<file path="src/cam_pkg.sv">
/*
  cam_pkg: register map, field positions, reset values and state codes
  shared by the converter alarm monitor.
  assumes: a 32-bit apb slave, one aligned word per register.
*/
package cam_pkg;

  // ==========================================================
  // register byte offsets
  localparam logic [7:0] OFF_STATUS    = 8'h00;
  localparam logic [7:0] OFF_MASK      = 8'h04;
  localparam logic [7:0] OFF_SUMMARY   = 8'h08;
  localparam logic [7:0] OFF_CONFIG    = 8'h0c;
  localparam logic [7:0] OFF_IRQ_MASK  = 8'h10;
  localparam logic [7:0] OFF_LIVE      = 8'h14;

  // ==========================================================
  // alarm bit positions within status, mask and irq mask
  localparam int ALM_PLL_UNLOCK   = 0;
  localparam int ALM_LINK_IDLE    = 1;
  localparam int ALM_REALIGN      = 2;
  localparam int ALM_OSC_UPSET    = 3;
  localparam int ALM_CLK_UPSET    = 4;
  localparam int ALM_W            = 5;

  // ==========================================================
  // config register fields
  localparam int CFG_PIN_ALARM    = 0;
  localparam int CFG_SYNC_ILAS    = 1;
  localparam int CFG_W            = 2;

  // ==========================================================
  // reset values
  localparam logic [ALM_W-1:0] STATUS_RST   = 5'h00;
  localparam logic [ALM_W-1:0] MASK_RST     = 5'h1f;
  localparam logic [ALM_W-1:0] IRQ_MASK_RST = 5'h00;
  localparam logic [CFG_W-1:0] CONFIG_RST   = 2'h0;

  // ==========================================================
  // widths
  localparam int PHASE_W = 32;
  localparam int CLKS_W  = 4;

  // ==========================================================
  // oscillator sync tracker states
  typedef enum logic [1:0] {
    CAM_OSC_UNSYNCED = 2'b01,
    CAM_OSC_SYNCED   = 2'b10
  } cam_osc_e;

endpackage

</file>
<file path="src/cam_cmp.sv">
/*
  cam_cmp: registered word comparator between channel a and channel b.
  assumes: both words are synchronous to clk_in.
*/
`timescale 1ns/1ps
module cam_cmp #(
  parameter int W = 32
) (
  // clock and reset
  input  wire logic         clk_in,
  input  wire logic         rst_n_in,
  // words to compare
  input  wire logic [W-1:0] word_a_in,
  input  wire logic [W-1:0] word_b_in,
  // result
  output logic              differ_out
);

  // ==========================================================
  // registered compare keeps the long xor tree off the flag path
  always_ff @(posedge clk_in) begin
    if (!rst_n_in) begin
      differ_out <= 1'b0;
    end else begin
      differ_out <= (word_a_in != word_b_in);
    end
  end

endmodule

</file>
<file path="src/cam_top.sv">
/*
  cam_top: alarm monitor for a dual-channel converter with serial link.
  holds sticky alarms, summary, status pin, interrupt and apb registers.
  assumes: all inputs synchronous to clk_in; link/pll status are levels.
*/
// Added by the designer: the APB register port and the register offsets.
`timescale 1ns/1ps
// Contract
// - five alarm sources are detected
// - each alarm sticky until host writes one
// - unmasked alarms appear in summary register
// - status pin high on unmasked alarm when selected
// - phase accumulator mismatch sets oscillator flag
// - oscillator detection valid only after sync
// - half-rate clock mismatch sets clock flag
// - powerdown exit may set clock flag
module cam_top (
  // clock and reset
  input  wire logic                        clk_in,
  input  wire logic                        rst_n_in,
  // apb slave
  input  wire logic                        psel_in,
  input  wire logic                        penable_in,
  input  wire logic                        pwrite_in,
  input  wire logic [7:0]                  paddr_in,
  input  wire logic [31:0]                 pwdata_in,
  output logic      [31:0]                 prdata_out,
  output logic                             pready_out,
  output logic                             pslverr_out,
  // alarm sources and sync events
  input  wire logic                        pll_locked_in,
  input  wire logic                        link_data_state_in,
  input  wire logic                        realign_pulse_in,
  input  wire logic                        sysref_pulse_in,
  input  wire logic                        ilas_start_in,
  input  wire logic                        powerdown_exit_in,
  // channel comparison
  input  wire logic [cam_pkg::PHASE_W-1:0] phase_acc_a_in,
  input  wire logic [cam_pkg::PHASE_W-1:0] phase_acc_b_in,
  input  wire logic                        half_rate_tick_in,
  input  wire logic [cam_pkg::CLKS_W-1:0]  clocks_a_in,
  input  wire logic [cam_pkg::CLKS_W-1:0]  clocks_b_in,
  // outputs
  output logic                             calibration_status_pin_out,
  output logic                             irq_out
);

  // ==========================================================
  // state
  typedef cam_pkg::cam_osc_e cam_osc_state_t;

  logic [cam_pkg::ALM_W-1:0] alarm_status_bits_q;
  logic [cam_pkg::ALM_W-1:0] alarm_status_bits_d;
  logic [cam_pkg::ALM_W-1:0] alarm_mask_q;
  logic [cam_pkg::ALM_W-1:0] irq_mask_q;
  logic [cam_pkg::CFG_W-1:0] config_q;
  logic [cam_pkg::ALM_W-1:0] event_d;
  logic [cam_pkg::ALM_W-1:0] clear_d;
  logic                      summary_d;
  cam_osc_state_t            osc_q;
  logic                      osc_differ;
  logic                      clk_differ;
  logic                      clk_mismatch_q;
  logic                      wr_en;
  logic                      rd_en;
  logic                      sync_evt;

  assign wr_en = psel_in && penable_in && pwrite_in;
  assign rd_en = psel_in && !penable_in && !pwrite_in;

  // ==========================================================
  // comparators
  cam_cmp #(
    .W (cam_pkg::PHASE_W)
  ) u_osc_cmp (
    .clk_in     (clk_in),
    .rst_n_in   (rst_n_in),
    .word_a_in  (phase_acc_a_in),
    .word_b_in  (phase_acc_b_in),
    .differ_out (osc_differ)
  );

  // clock groups sampled straight, only on half-rate ticks
  assign clk_differ = (clocks_a_in != clocks_b_in);

  always_ff @(posedge clk_in) begin
    if (!rst_n_in) begin
      clk_mismatch_q <= 1'b0;
    end else begin
      clk_mismatch_q <= half_rate_tick_in && clk_differ;
    end
  end

  // ==========================================================
  // oscillator sync tracker
  assign sync_evt = config_q[cam_pkg::CFG_SYNC_ILAS] ? ilas_start_in : sysref_pulse_in;

  always_ff @(posedge clk_in) begin
    if (!rst_n_in) begin
      osc_q <= cam_pkg::CAM_OSC_UNSYNCED;
    end else begin
      case (osc_q)
        cam_pkg::CAM_OSC_UNSYNCED: begin
          if (sync_evt) begin
            osc_q <= cam_pkg::CAM_OSC_SYNCED;
          end
        end
        cam_pkg::CAM_OSC_SYNCED: begin
          // powerdown loses sync; host must resync
          if (powerdown_exit_in) begin
            osc_q <= cam_pkg::CAM_OSC_UNSYNCED;
          end
        end
        default: begin
          osc_q <= cam_pkg::CAM_OSC_UNSYNCED;
        end
      endcase
    end
  end

  // ==========================================================
  // alarm events and sticky status
  always_comb begin
    event_d = '0;
    event_d[cam_pkg::ALM_PLL_UNLOCK] = !pll_locked_in;
    event_d[cam_pkg::ALM_LINK_IDLE]  = !link_data_state_in;
    event_d[cam_pkg::ALM_REALIGN]    = realign_pulse_in;
    event_d[cam_pkg::ALM_OSC_UPSET]  = osc_differ && (osc_q == cam_pkg::CAM_OSC_SYNCED);
    event_d[cam_pkg::ALM_CLK_UPSET]  = clk_mismatch_q || powerdown_exit_in;
  end

  always_comb begin
    clear_d = '0;
    if (wr_en && paddr_in == cam_pkg::OFF_STATUS) begin
      clear_d = pwdata_in[cam_pkg::ALM_W-1:0];
    end
    alarm_status_bits_d = (alarm_status_bits_q & ~clear_d) | event_d;
  end

  always_ff @(posedge clk_in) begin
    if (!rst_n_in) begin
      alarm_status_bits_q <= cam_pkg::STATUS_RST;
    end else begin
      alarm_status_bits_q <= alarm_status_bits_d;
    end
  end

  assign summary_d = |(alarm_status_bits_d & ~alarm_mask_q);

  // ==========================================================
  // control registers
  always_ff @(posedge clk_in) begin
    if (!rst_n_in) begin
      alarm_mask_q <= cam_pkg::MASK_RST;
      irq_mask_q   <= cam_pkg::IRQ_MASK_RST;
      config_q     <= cam_pkg::CONFIG_RST;
    end else if (wr_en) begin
      case (paddr_in)
        cam_pkg::OFF_MASK: begin
          alarm_mask_q <= pwdata_in[cam_pkg::ALM_W-1:0];
        end
        cam_pkg::OFF_IRQ_MASK: begin
          irq_mask_q <= pwdata_in[cam_pkg::ALM_W-1:0];
        end
        cam_pkg::OFF_CONFIG: begin
          config_q <= pwdata_in[cam_pkg::CFG_W-1:0];
        end
        default: begin
          config_q <= config_q;
        end
      endcase
    end
  end

  // ==========================================================
  // outputs; registered from next status so they change with status and both come from flops
  always_ff @(posedge clk_in) begin
    if (!rst_n_in) begin
      calibration_status_pin_out <= 1'b0;
      irq_out                    <= 1'b0;
    end else begin
      calibration_status_pin_out <= config_q[cam_pkg::CFG_PIN_ALARM] && summary_d;
      irq_out                    <= |(alarm_status_bits_d & irq_mask_q);
    end
  end

  // ==========================================================
  // apb: zero wait states, read data latched in setup
  always_ff @(posedge clk_in) begin
    if (!rst_n_in) begin
      prdata_out  <= 32'h0000_0000;
      pready_out  <= 1'b0;
      pslverr_out <= 1'b0;
    end else begin
      pready_out  <= psel_in && !penable_in;
      pslverr_out <= psel_in && !penable_in && (paddr_in > cam_pkg::OFF_LIVE || paddr_in[1:0] != 2'h0);
      if (rd_en) begin
        case (paddr_in)
          cam_pkg::OFF_STATUS:   prdata_out <= {27'h0, alarm_status_bits_q};
          cam_pkg::OFF_MASK:     prdata_out <= {27'h0, alarm_mask_q};
          cam_pkg::OFF_SUMMARY:  prdata_out <= {31'h0, |(alarm_status_bits_q & ~alarm_mask_q)};
          cam_pkg::OFF_CONFIG:   prdata_out <= {30'h0, config_q};
          cam_pkg::OFF_IRQ_MASK: prdata_out <= {27'h0, irq_mask_q};
          cam_pkg::OFF_LIVE:     prdata_out <= {30'h0, osc_q};
          default:               prdata_out <= 32'h0000_0000;
        endcase
      end
    end
  end
endmodule
</file>
<file path="config.mk">
export PLATFORM = sky130hd
export DESIGN_NAME = cam_top
export DESIGN_NICKNAME = d
export VERILOG_FILES = /design/src/cam_pkg.sv /design/src/cam_cmp.sv /design/src/cam_top.sv
export SDC_FILE = /design/constraint.sdc
export NUM_CORES = 1
export LEC_CHECK = 0
export ABC_AREA = 1
export BUFFER_PORTS_ARGS = -buffer_cell sky130_fd_sc_hd__buf_2
export CORE_UTILIZATION = 34
export DETAILED_ROUTE_END_ITERATION = 10
export PLACE_DENSITY = 0.8
export SLEW_MARGIN = 15
export SYNTH_ARGS = -nofsm -noshare
export SYNTH_HDL_FRONTEND = slang
export SYNTH_SLANG_ARGS = --single-unit
</file>
<file path="constraint.sdc">
create_clock -name clk_in -period 2.35 [get_ports clk_in]
set_input_delay 0.5875 -clock clk_in [delete_from_list [all_inputs] [get_ports clk_in]]
set_output_delay 0.5875 -clock clk_in [all_outputs]
set_load 0.05 [all_outputs]
</file>
==> results.toml, run 1 <==
[status]
run_status = "finished, final reports clean"

[power_and_ir_drop]
switching_share_pct = 27.93
power_mw = 1.521
p_leak_nw = 1.353
irDropWorstVdd_uv = 333.1
p_sw_uw = 424.7
power_frac_clock_pct = 42.7
power.internal_mw = 1.096
p_per_area_nw_per_um2 = 553.5
comb_power_share_pct = 22.1
p_seq_share_pct = 35.2

[detailed_routing]
avgViaCountPerCell = 4.656
drc = 0
wl_per_cell_um = 11.30
wl_mm = 5.458
postRouteAntennaNets = 0
dr.pass1.iters = 4
dr.first_iter.drc_count = 259
vias = 2249

[synth]
synth_area_leaders = "dfxtp_1, xnor2_1, nand2_1"
synth-xor-area-share_pct = 12.94
ys_ff_latch = 30
synth_top_family_by_area = "simple AND/OR/NAND/NOR gates"
ys.warnings.count = 0
synth_fa_ha_area_share_pct = 0
synth.avg_cell_area_um2 = 7.041
ys_types = 31
synthCells = 298
yosysTopAreaCell = "dfxtp_1"
synth-compound-area-share_pct = 10.32
muxShareOfSynthArea_pct = 0
synth-simple-area-share_pct = 32.74
synthDominantCellAreaShare_pct = 28.62
ys_seq_area_share_pct = 28.62
syn_area_um2 = 2098

[critical_path]
critPathKind = "in2reg"
r2r_end = "prdata_out[0]$_SDFFE_PN0P_"
crit_path_start_kind = "primary input"
critPathCaptureType = "flip-flop"
crit_fanout = 8
ff2ff_path_depth = 9
reg2reg_slack_ns = 1.20
cp.required_ns = 2.55
cp.arrival_ns = 1.80
rr_startpoint = "alarm_mask_q[1]$_SDFFE_PN1P_"

[layout]
nNetsFinal = 531
layout_common_cells = "buf_2, nand2_1, xnor2_1, dfxtp_1, nor2_1"
layout_commonest_cell = "buf_2"
nFillCells = 579
n_antenna_cell = 0
design_area_um2 = 2748
drive_above_1_share_pct = 32.35
area_delta_synth_final_pct = 30.95

[floorplanning]
fp.dieW_um = 80.56
die_h_um = 80.56
initial_core_util_pct = 35.44
pin_count = 160
coreArea_um2 = 5921
placementRows = 28
dieArea_um2 = 6490

[timing]
rsz0062_at_grt = "no"
drv_slew = 0
fin_skew_ns = 0.007210
final_hold_viol_count = 0
period_minus_slack_ns = 1.601
finalSetupTns_ns = 0
holdWs_ns = 0.4652
setup_viol = 0
clock.fmax_mhz = 624.7
post-route-period-util_pct = 68.11

[cts]
insertion_delay_ns = 0.28
htreeDepth = 2
cts_tree = "built"
cts_buffer_depth = 2
ctsResizeCount = 0
cts-root-buf = "clkbuf_8"
cts_buffers = 5
cts_setup_buffers = 0
path_clk_slew_ns = 0.07
clock-sinks = 30
hold_buffers = 0

[global_routing]
antenna_found_initial = 0
grt_overflow = 0
grt_start_max_net_pins = 19
grt_pass1_vias = 2110
grt_pass1_wl_mm = 8.694
grt_usage_pct = 17.40

[min_path]
min_delay_path_depth = 2
min_from = "prdata_out[3]$_SDFFE_PN0P_"
hold_path_class = "reg2reg"
whs_endpoint = "prdata_out[3]$_SDFFE_PN0P_"

[placement]
hpwl_mm = 4.577
placed_cell_area_um2 = 2605
numPortBuffers = 105
place_congestion = 0.9471

[run]
drv_cap = 0
-- cell usage after synthesis, drive strengths merged --
cell type   n
o211ai      9
xnor2      30
o2111ai     1
conb        1
inv        28
a211oi      2
buf        27
nor2       35
clkbuf      2
a41oi       1
xor2        1
nor3        9
nand4       6
o21ai       8
clkinv      1
a31oi       1
nand3      18
dfxtp      30
nor4        5
or2         3
nand2      66
a21oi      14
-- cell families (layout without fill, tap and decap cells) --
| group | Yosys count | after routing |
|---|---|---|
| compound gates | 36 | 36 |
| xor+xnor | 31 | 31 |
| buf+inv | 58 | 142 |
| flops | 30 | 30 |
| other cells | 1 | 27 |
| simple gates | 142 | 142 |
-- cell type report --
class,instances,area [um2],area share (%)
well taps,75,93.84,3.415
clock buffers,6,82.58,3.005
inverters,29,108.9,3.962
multi-input cells,236,1276,46.45
clock inverters,2,60.06,2.186
flip-flops and latches,30,600.6,21.86
repair buffers,105,525.5,19.13
-- per-layer routing --
layer	GRT usage [%]	vias up	wire, um
li1	-	1133	-
met1	17.60	987	2061
met2	35.68	120	2976
met3	2.386	9	355
met4	5.357	0	64
met5	0	-	0
-- metrics by stage --
| step | instances | util, % | setup slack, ns |
|---|---|---|---|
| final | 483 | 46.41 | 0.7493 |
| after global routing | 483 | 46.41 | 0.5196 |
| after global placement | 475 | 44.00 | 0.4913 |
| after detailed placement | 475 | 44.00 | 0.4807 |
| after CTS | 483 | 46.41 | 0.7626 |
| after floorplan | 324 | - | 0.7668 |
-- registers in the layout, summed over array words and instances, names as in the netlist --
| register | count |
|---|---|
| pslverr_out | 1 |
| clk_mismatch_q | 1 |
| alarm_status_bits_q | 5 |
| prdata_out | 5 |
| pready_out | 1 |
| irq_out | 1 |
| u_osc_cmp.differ_out | 1 |
| irq_mask_q | 5 |
| alarm_mask_q | 5 |
| osc_q | 2 |
| config_q | 2 |
| calibration_status_pin_out | 1 |
-- power by group through the flow --
stage / combinational [mW] / sequential (mW) / clock, mW
final: 0.336 / 0.535 / 0.650
after global placement: 0.330 / 0.545 / 0
after CTS: 0.338 / 0.535 / 0.660
after detailed placement: 0.337 / 0.546 / 0
after global routing: 0.365 / 0.536 / 0.687
after floorplan: 0.244 / 0.551 / 0
-- critical path, stage by stage --
cell and delay [ns]:
buf_2 0.10, nor2_2 0.17, nand3_2 0.21, nor2_1 0.32, nand2_1 0.10, nand3_1 0.12
o21ai_1 0.07, a21oi_1 0.13
-- worst max-delay path by stage --
stage,end,startpoint,slack [ns]
3_3_place_gp,irq_out$_SDFF_PN0_,paddr_in[7],0.49
4_1_cts,prdata_out[1]$_SDFFE_PN0P_,paddr_in[7],0.76
3_5_place_dp,prdata_out[1]$_SDFFE_PN0P_,paddr_in[7],0.48
5_1_grt,prdata_out[4]$_SDFFE_PN0P_,paddr_in[7],0.52
2_1_floorplan,irq_out$_SDFF_PN0_,paddr_in[7],0.77
6_report,prdata_out[1]$_SDFFE_PN0P_,paddr_in[7],0.75
Note: power is estimated with default switching activity, not from simulation.
==> inputs of run 2 (changes only) <==
--- a/config.mk
+++ b/config.mk
@@ -9,7 +9,7 @@
 export BUFFER_PORTS_ARGS = -buffer_cell sky130_fd_sc_hd__buf_2
 export CORE_UTILIZATION = 34
 export DETAILED_ROUTE_END_ITERATION = 10
-export PLACE_DENSITY = 0.8
+export PLACE_DENSITY = 0.83
 export SLEW_MARGIN = 15
 export SYNTH_ARGS = -nofsm -noshare
 export SYNTH_HDL_FRONTEND = slang
==> constraint.sdc (replaced) <==
create_clock -name clk_in -period 1.46 [get_ports clk_in]
set_input_delay 0.365 -clock clk_in [delete_from_list [all_inputs] [get_ports clk_in]]
set_output_delay 0.365 -clock clk_in [all_outputs]
set_load 0.05 [all_outputs]
==> run 2 against run 1 <==
Critical endpoint unchanged. Non-clock buffer count up 17. Register-to-register slack worse by 0.87 ns. Sequential cell count unchanged. Global-route usage up 0.25 points. First-iteration DRC count down 74%. Total power up 46%. Critical path depth unchanged.
==> results.toml, run 2 (synthesized netlist as in run 1, its figures left out) <==
[detailed_routing]
avgViaCountPerCell = 4.548
postRouteAntennaNets = 0
drc = 0
wl_per_cell_um = 10.66
dr.first_iter.drc_count = 68
dr.pass1.iters = 4
vias = 2274
wl_mm = 5.328

[power_and_ir_drop]
p_sw_uw = 682.7
switching_share_pct = 30.80
power.internal_mw = 1.534
power_frac_clock_pct = 35.6
p_leak_nw = 1.419
irDropWorstVdd_uv = 527.0
p_per_area_nw_per_um2 = 779.9
comb_power_share_pct = 25.5
p_seq_share_pct = 38.9

[layout]
multiInputGateArea_um2 = 1276
nNetsFinal = 548
area_delta_synth_final_pct = 35.48
layout.cells.non_filler = 500
n_antenna_cell = 0
drive_above_1_share_pct = 35.06
nFillCells = 601
layout_commonest_cell = "buf_2"
layout.area.seq_um2 = 600.6
layout_common_cells = "buf_2, nand2_1, xnor2_1, dfxtp_1, nor2_1"

[cts]
hold_buffers = 0
cts_buffer_depth = 2
ctsResizeCount = 0
insertion_delay_ns = 0.29
clock-sinks = 30
cts_buffers = 5
path_clk_slew_ns = 0.06
cts-root-buf = "clkbuf_8"
cts_tree = "built"
cts_setup_buffers = 0
htreeDepth = 2

[critical_path]
ff2ff_path_depth = 9
critPathKind = "in2reg"
crit_fanout = 6
r2r_end = "prdata_out[0]$_SDFFE_PN0P_"
crit_start = "paddr_in[1]"
slowest_delay_ns = 0.23
rr_startpoint = "alarm_mask_q[0]$_SDFFE_PN1P_"
reg2reg_slack_ns = 0.33
cp.arrival_ns = 1.48
critPathCaptureType = "flip-flop"
cp.required_ns = 1.68
crit_path_start_kind = "primary input"
slowest_stage = "o21ai_0"
path_cells = "buf_2 -> nor2_4 -> nand2_1 -> nor2_1 -> nand2_2 -> o21ai_0 -> o21ai_1 -> a21oi_1"

[placement]
dp.cells = 492
place_congestion = 0.9091
hpwl_mm = 4.523
numPortBuffers = 105

[floorplanning]
pin_count = 160
placementRows = 28
initial_core_util_pct = 35.44
dieArea_um2 = 6490
coreArea_um2 = 5921
fp.dieW_um = 80.56
die_h_um = 80.56

[global_routing]
antenna_found_initial = 0
grt_overflow = 0
grt_pass1_wl_mm = 8.852
grt_usage_pct = 17.65
grt_start_max_net_pins = 19
grt_pass1_vias = 2186

[timing]
holdWs_ns = 0.2763
setup_viol = 0
period_minus_slack_ns = 1.261
post-route-period-util_pct = 86.38
drv_slew = 0
clock.fmax_mhz = 792.9
fin_skew_ns = 0.003376
rsz0062_at_grt = "no"
final_hold_viol_count = 0

[run]
drv_cap = 0

[min_path]
hold_path_class = "in2reg"
min_from = "link_data_state_in"
whs_endpoint = "alarm_status_bits_q[1]$_SDFF_PN0_"
min_delay_path_depth = 2

[status]
run_status = "finished, final reports clean"
==> run 2: changes by cell type in the layout (fill, tap and decap cells not counted), sizes merged <==
| cell | before | now |
|---|---|---|
| buf | 105 | 122 |
| bufinv | 2 | 0 |
| clkbuf | 6 | 8 |
==> run 2: worst max path at each step <==
stage | slack [ns] | to | cells after the start
3_5_place_dp | -0.1 | prdata_out[1]$_SDFFE_PN0P_ | 8
2_1_floorplan | 0.1 | irq_out$_SDFF_PN0_ | 10
4_1_cts | 0.20 | prdata_out[0] | 1
3_3_place_gp | -0.08 | irq_out$_SDFF_PN0_ | 11
6_report | 0.20 | prdata_out[1]$_SDFFE_PN0P_ | 8
5_1_grt | 0.04 | irq_out$_SDFF_PN0_ | 11
==> run 2: stage by stage <==
step / power, mW / util, % / setup TNS (ns) / cell area [um2] / setup slack, ns
floorplan: 1.280 / - / 0 / 2196 / 0.09928
global placement: 1.433 / 46.15 / -0.5405 / 2733 / -0.07930
detailed placement: 1.447 / 46.15 / -0.9253 / 2733 / -0.09818
CTS: 2.237 / 48.01 / 0 / 2843 / 0.1984
global route: 2.334 / 48.01 / 0 / 2843 / 0.03561
finish: 2.217 / 48.01 / 0 / 2843 / 0.1988
==> run 2: power by group through the flow <==
stage                     combinational [mW]  clock, mW  sequential (mW)
after floorplan                        0.393          0            0.888
after global placement                 0.555          0            0.878
after detailed placement               0.568          0            0.879
after CTS                              0.570      0.806            0.861
after global routing                   0.616      0.854            0.864
final                                  0.566      0.790            0.862
==> run 2: layer usage <==
metal	wire length, um	up-vias	global-route usage [%]
met4	88	0	6.964
met2	2855	102	34.41
li1	-	1172	-
met5	0	-	0
met3	342	11	3.750
met1	2041	989	17.92
==> run 2: final cells by class <==
class	count	share of cell area [%]
multi-input combinational	236	44.89
timing repair buffer	122	22.98
sequential	30	21.13
clock buffer	8	3.873
inverter	29	3.829
tap	75	3.301
==> run 2: worst max-delay path, delay by kind of cell <==
kind,cells,cell delay (ns)
simple gates,4,0.54
buf+inv,1,0.11
compound gates,3,0.47
==> inputs of run 3 (changes only) <==
--- a/config.mk
+++ b/config.mk
@@ -9,8 +9,8 @@
 export BUFFER_PORTS_ARGS = -buffer_cell sky130_fd_sc_hd__buf_2
 export CORE_UTILIZATION = 34
 export DETAILED_ROUTE_END_ITERATION = 10
-export PLACE_DENSITY = 0.83
-export SLEW_MARGIN = 15
+export PLACE_DENSITY = 0.8
+export SLEW_MARGIN = 20
 export SYNTH_ARGS = -nofsm -noshare
 export SYNTH_HDL_FRONTEND = slang
 export SYNTH_SLANG_ARGS = --single-unit
==> constraint.sdc (replaced) <==
create_clock -name clk_in -period 1.48 [get_ports clk_in]
set_input_delay 0.37 -clock clk_in [delete_from_list [all_inputs] [get_ports clk_in]]
set_output_delay 0.37 -clock clk_in [all_outputs]
set_load 0.05 [all_outputs]
==> run 3 against run 2 <==
Global-route usage decreased by 0.48 points. First-iteration DRC count increased by 56%. Wire length down 0.11%. Critical path depth up 3. Combinational power shrank 1%. Clock-buffer cell count shrank 2. Clock skew is 0.0044 ns higher. Critical endpoint is now irq_out$_SDFF_PN0_.
==> results.toml, run 3 (synthesized netlist as in run 1, its figures left out) <==
[cts]
cts-root-buf = "clkbuf_8"
insertion_delay_ns = 0.29
clock-sinks = 30
htreeDepth = 2
cts_buffer_depth = 2
path_clk_slew_ns = 0.07
cts_tree = "built"
hold_buffers = 0
cts_buffers = 5
cts_setup_buffers = 0
ctsResizeCount = 0

[critical_path]
cp.required_ns = 1.66
critPathCaptureType = "flip-flop"
crit_fanout = 10
slowest_delay_ns = 0.21
crit_path_start_kind = "primary input"
slowest_stage = "nor2_8"
path_cells = "buf_2 -> nor2_1 -> nand2_2 -> nor2_8 -> nand3_1 -> nand2_2 -> nand2_2 -> nand2_1 -> nand3_1 -> nor2_1 -> nor2_1"
cp.arrival_ns = 1.48
critPathKind = "in2reg"

[global_routing]
grt_pass1_vias = 2069
grt_start_max_net_pins = 12
grt_overflow = 0
grt_usage_pct = 17.17
grt_pass1_wl_mm = 8.473
antenna_found_initial = 0

[floorplanning]
placementRows = 28
fp.dieW_um = 80.56
pin_count = 160
initial_core_util_pct = 35.44
dieArea_um2 = 6490
die_h_um = 80.56
coreArea_um2 = 5921

[timing]
rsz0062_at_grt = "no"
finalSetupTns_ns = 0
post-route-period-util_pct = 87.82
clock.fmax_mhz = 769.4
period_minus_slack_ns = 1.300
holdWs_ns = 0.2759
drv_slew = 0
final_hold_viol_count = 0
fin_skew_ns = 0.007747
setup_viol = 0

[detailed_routing]
dr.first_iter.drc_count = 106
dr.pass1.iters = 4
wl_mm = 5.322
avgViaCountPerCell = 4.530
postRouteAntennaNets = 0
vias = 2265
drc = 0
wl_per_cell_um = 10.64

[run]
drv_cap = 0

[layout]
layout.cells.non_filler = 500
nFillCells = 585
layout.area.seq_um2 = 600.6
multiInputGateArea_um2 = 1276
nNetsFinal = 548
layout_common_cells = "buf_2, nand2_1, xnor2_1, dfxtp_1, nor2_1"
area_delta_synth_final_pct = 37.03
layout_commonest_cell = "buf_2"
drive_above_1_share_pct = 35.06
n_antenna_cell = 0

[placement]
dp.cells = 492
numPortBuffers = 105
hpwl_mm = 4.564
place_congestion = 0.9367

[min_path]
hold_path_class = "in2reg"

[power_and_ir_drop]
p_leak_nw = 1.432
power_mw = 2.433
irDropWorstVdd_uv = 512.9
p_per_area_nw_per_um2 = 846.2

[status]
run_status = "finished, final reports clean"
## run 3: final timing paths
kind | cells past startpoint | startpoint | slack (ns) | endpoint
max | 11 | paddr_in[5] | 0.18 | irq_out$_SDFF_PN0_
min | 2 | link_data_state_in | 0.28 | alarm_status_bits_q[1]$_SDFF_PN0_
max reg2reg | 9 | alarm_mask_q[0]$_SDFFE_PN1P_ | 0.31 | prdata_out[0]$_SDFFE_PN0P_
min reg2reg | 2 | prdata_out[1]$_SDFFE_PN0P_ | 0.47 | prdata_out[1]$_SDFFE_PN0P_
## run 3: final cells by class
type,instances,area share [%]
multi-input combinational,236,44.39
timing repair buffer,122,22.72
sequential,30,20.89
inverter,29,3.786
tap,75,3.264
clock buffer,6,2.872
clock inverter,2,2.089
## run 3: metal layers
metal	track usage (%)	vias up	share of wire (%)
li1	-	1168	-
met1	16.81	985	38
met2	33.14	101	52
met3	4.545	11	7.3
met4	7.679	0	2.6
met5	0	-	0
## run 3: worst max-delay path: cells and delay by family
family,cells,cell delay (ns)
AND/OR/NAND/NOR,10,0.99
buffers and inverters,1,0.10
## run 3: stage by stage
stage	cell area, um2	util (%)	setup WS, ns
6_report	2875	48.56	0.1802
5_1_grt	2875	48.56	0.02607
4_1_cts	2875	48.56	0.2010
3_5_place_dp	2733	46.15	-0.09472
3_3_place_gp	2733	46.15	-0.07332
2_1_floorplan	2196	-	0.1143
## run 3: power breakdown
part           total [mW]  switching (mW)  internal [mW]
combinational       0.560           0.347          0.213
sequential          0.849          0.0157          0.833
clock                1.02           0.306          0.718
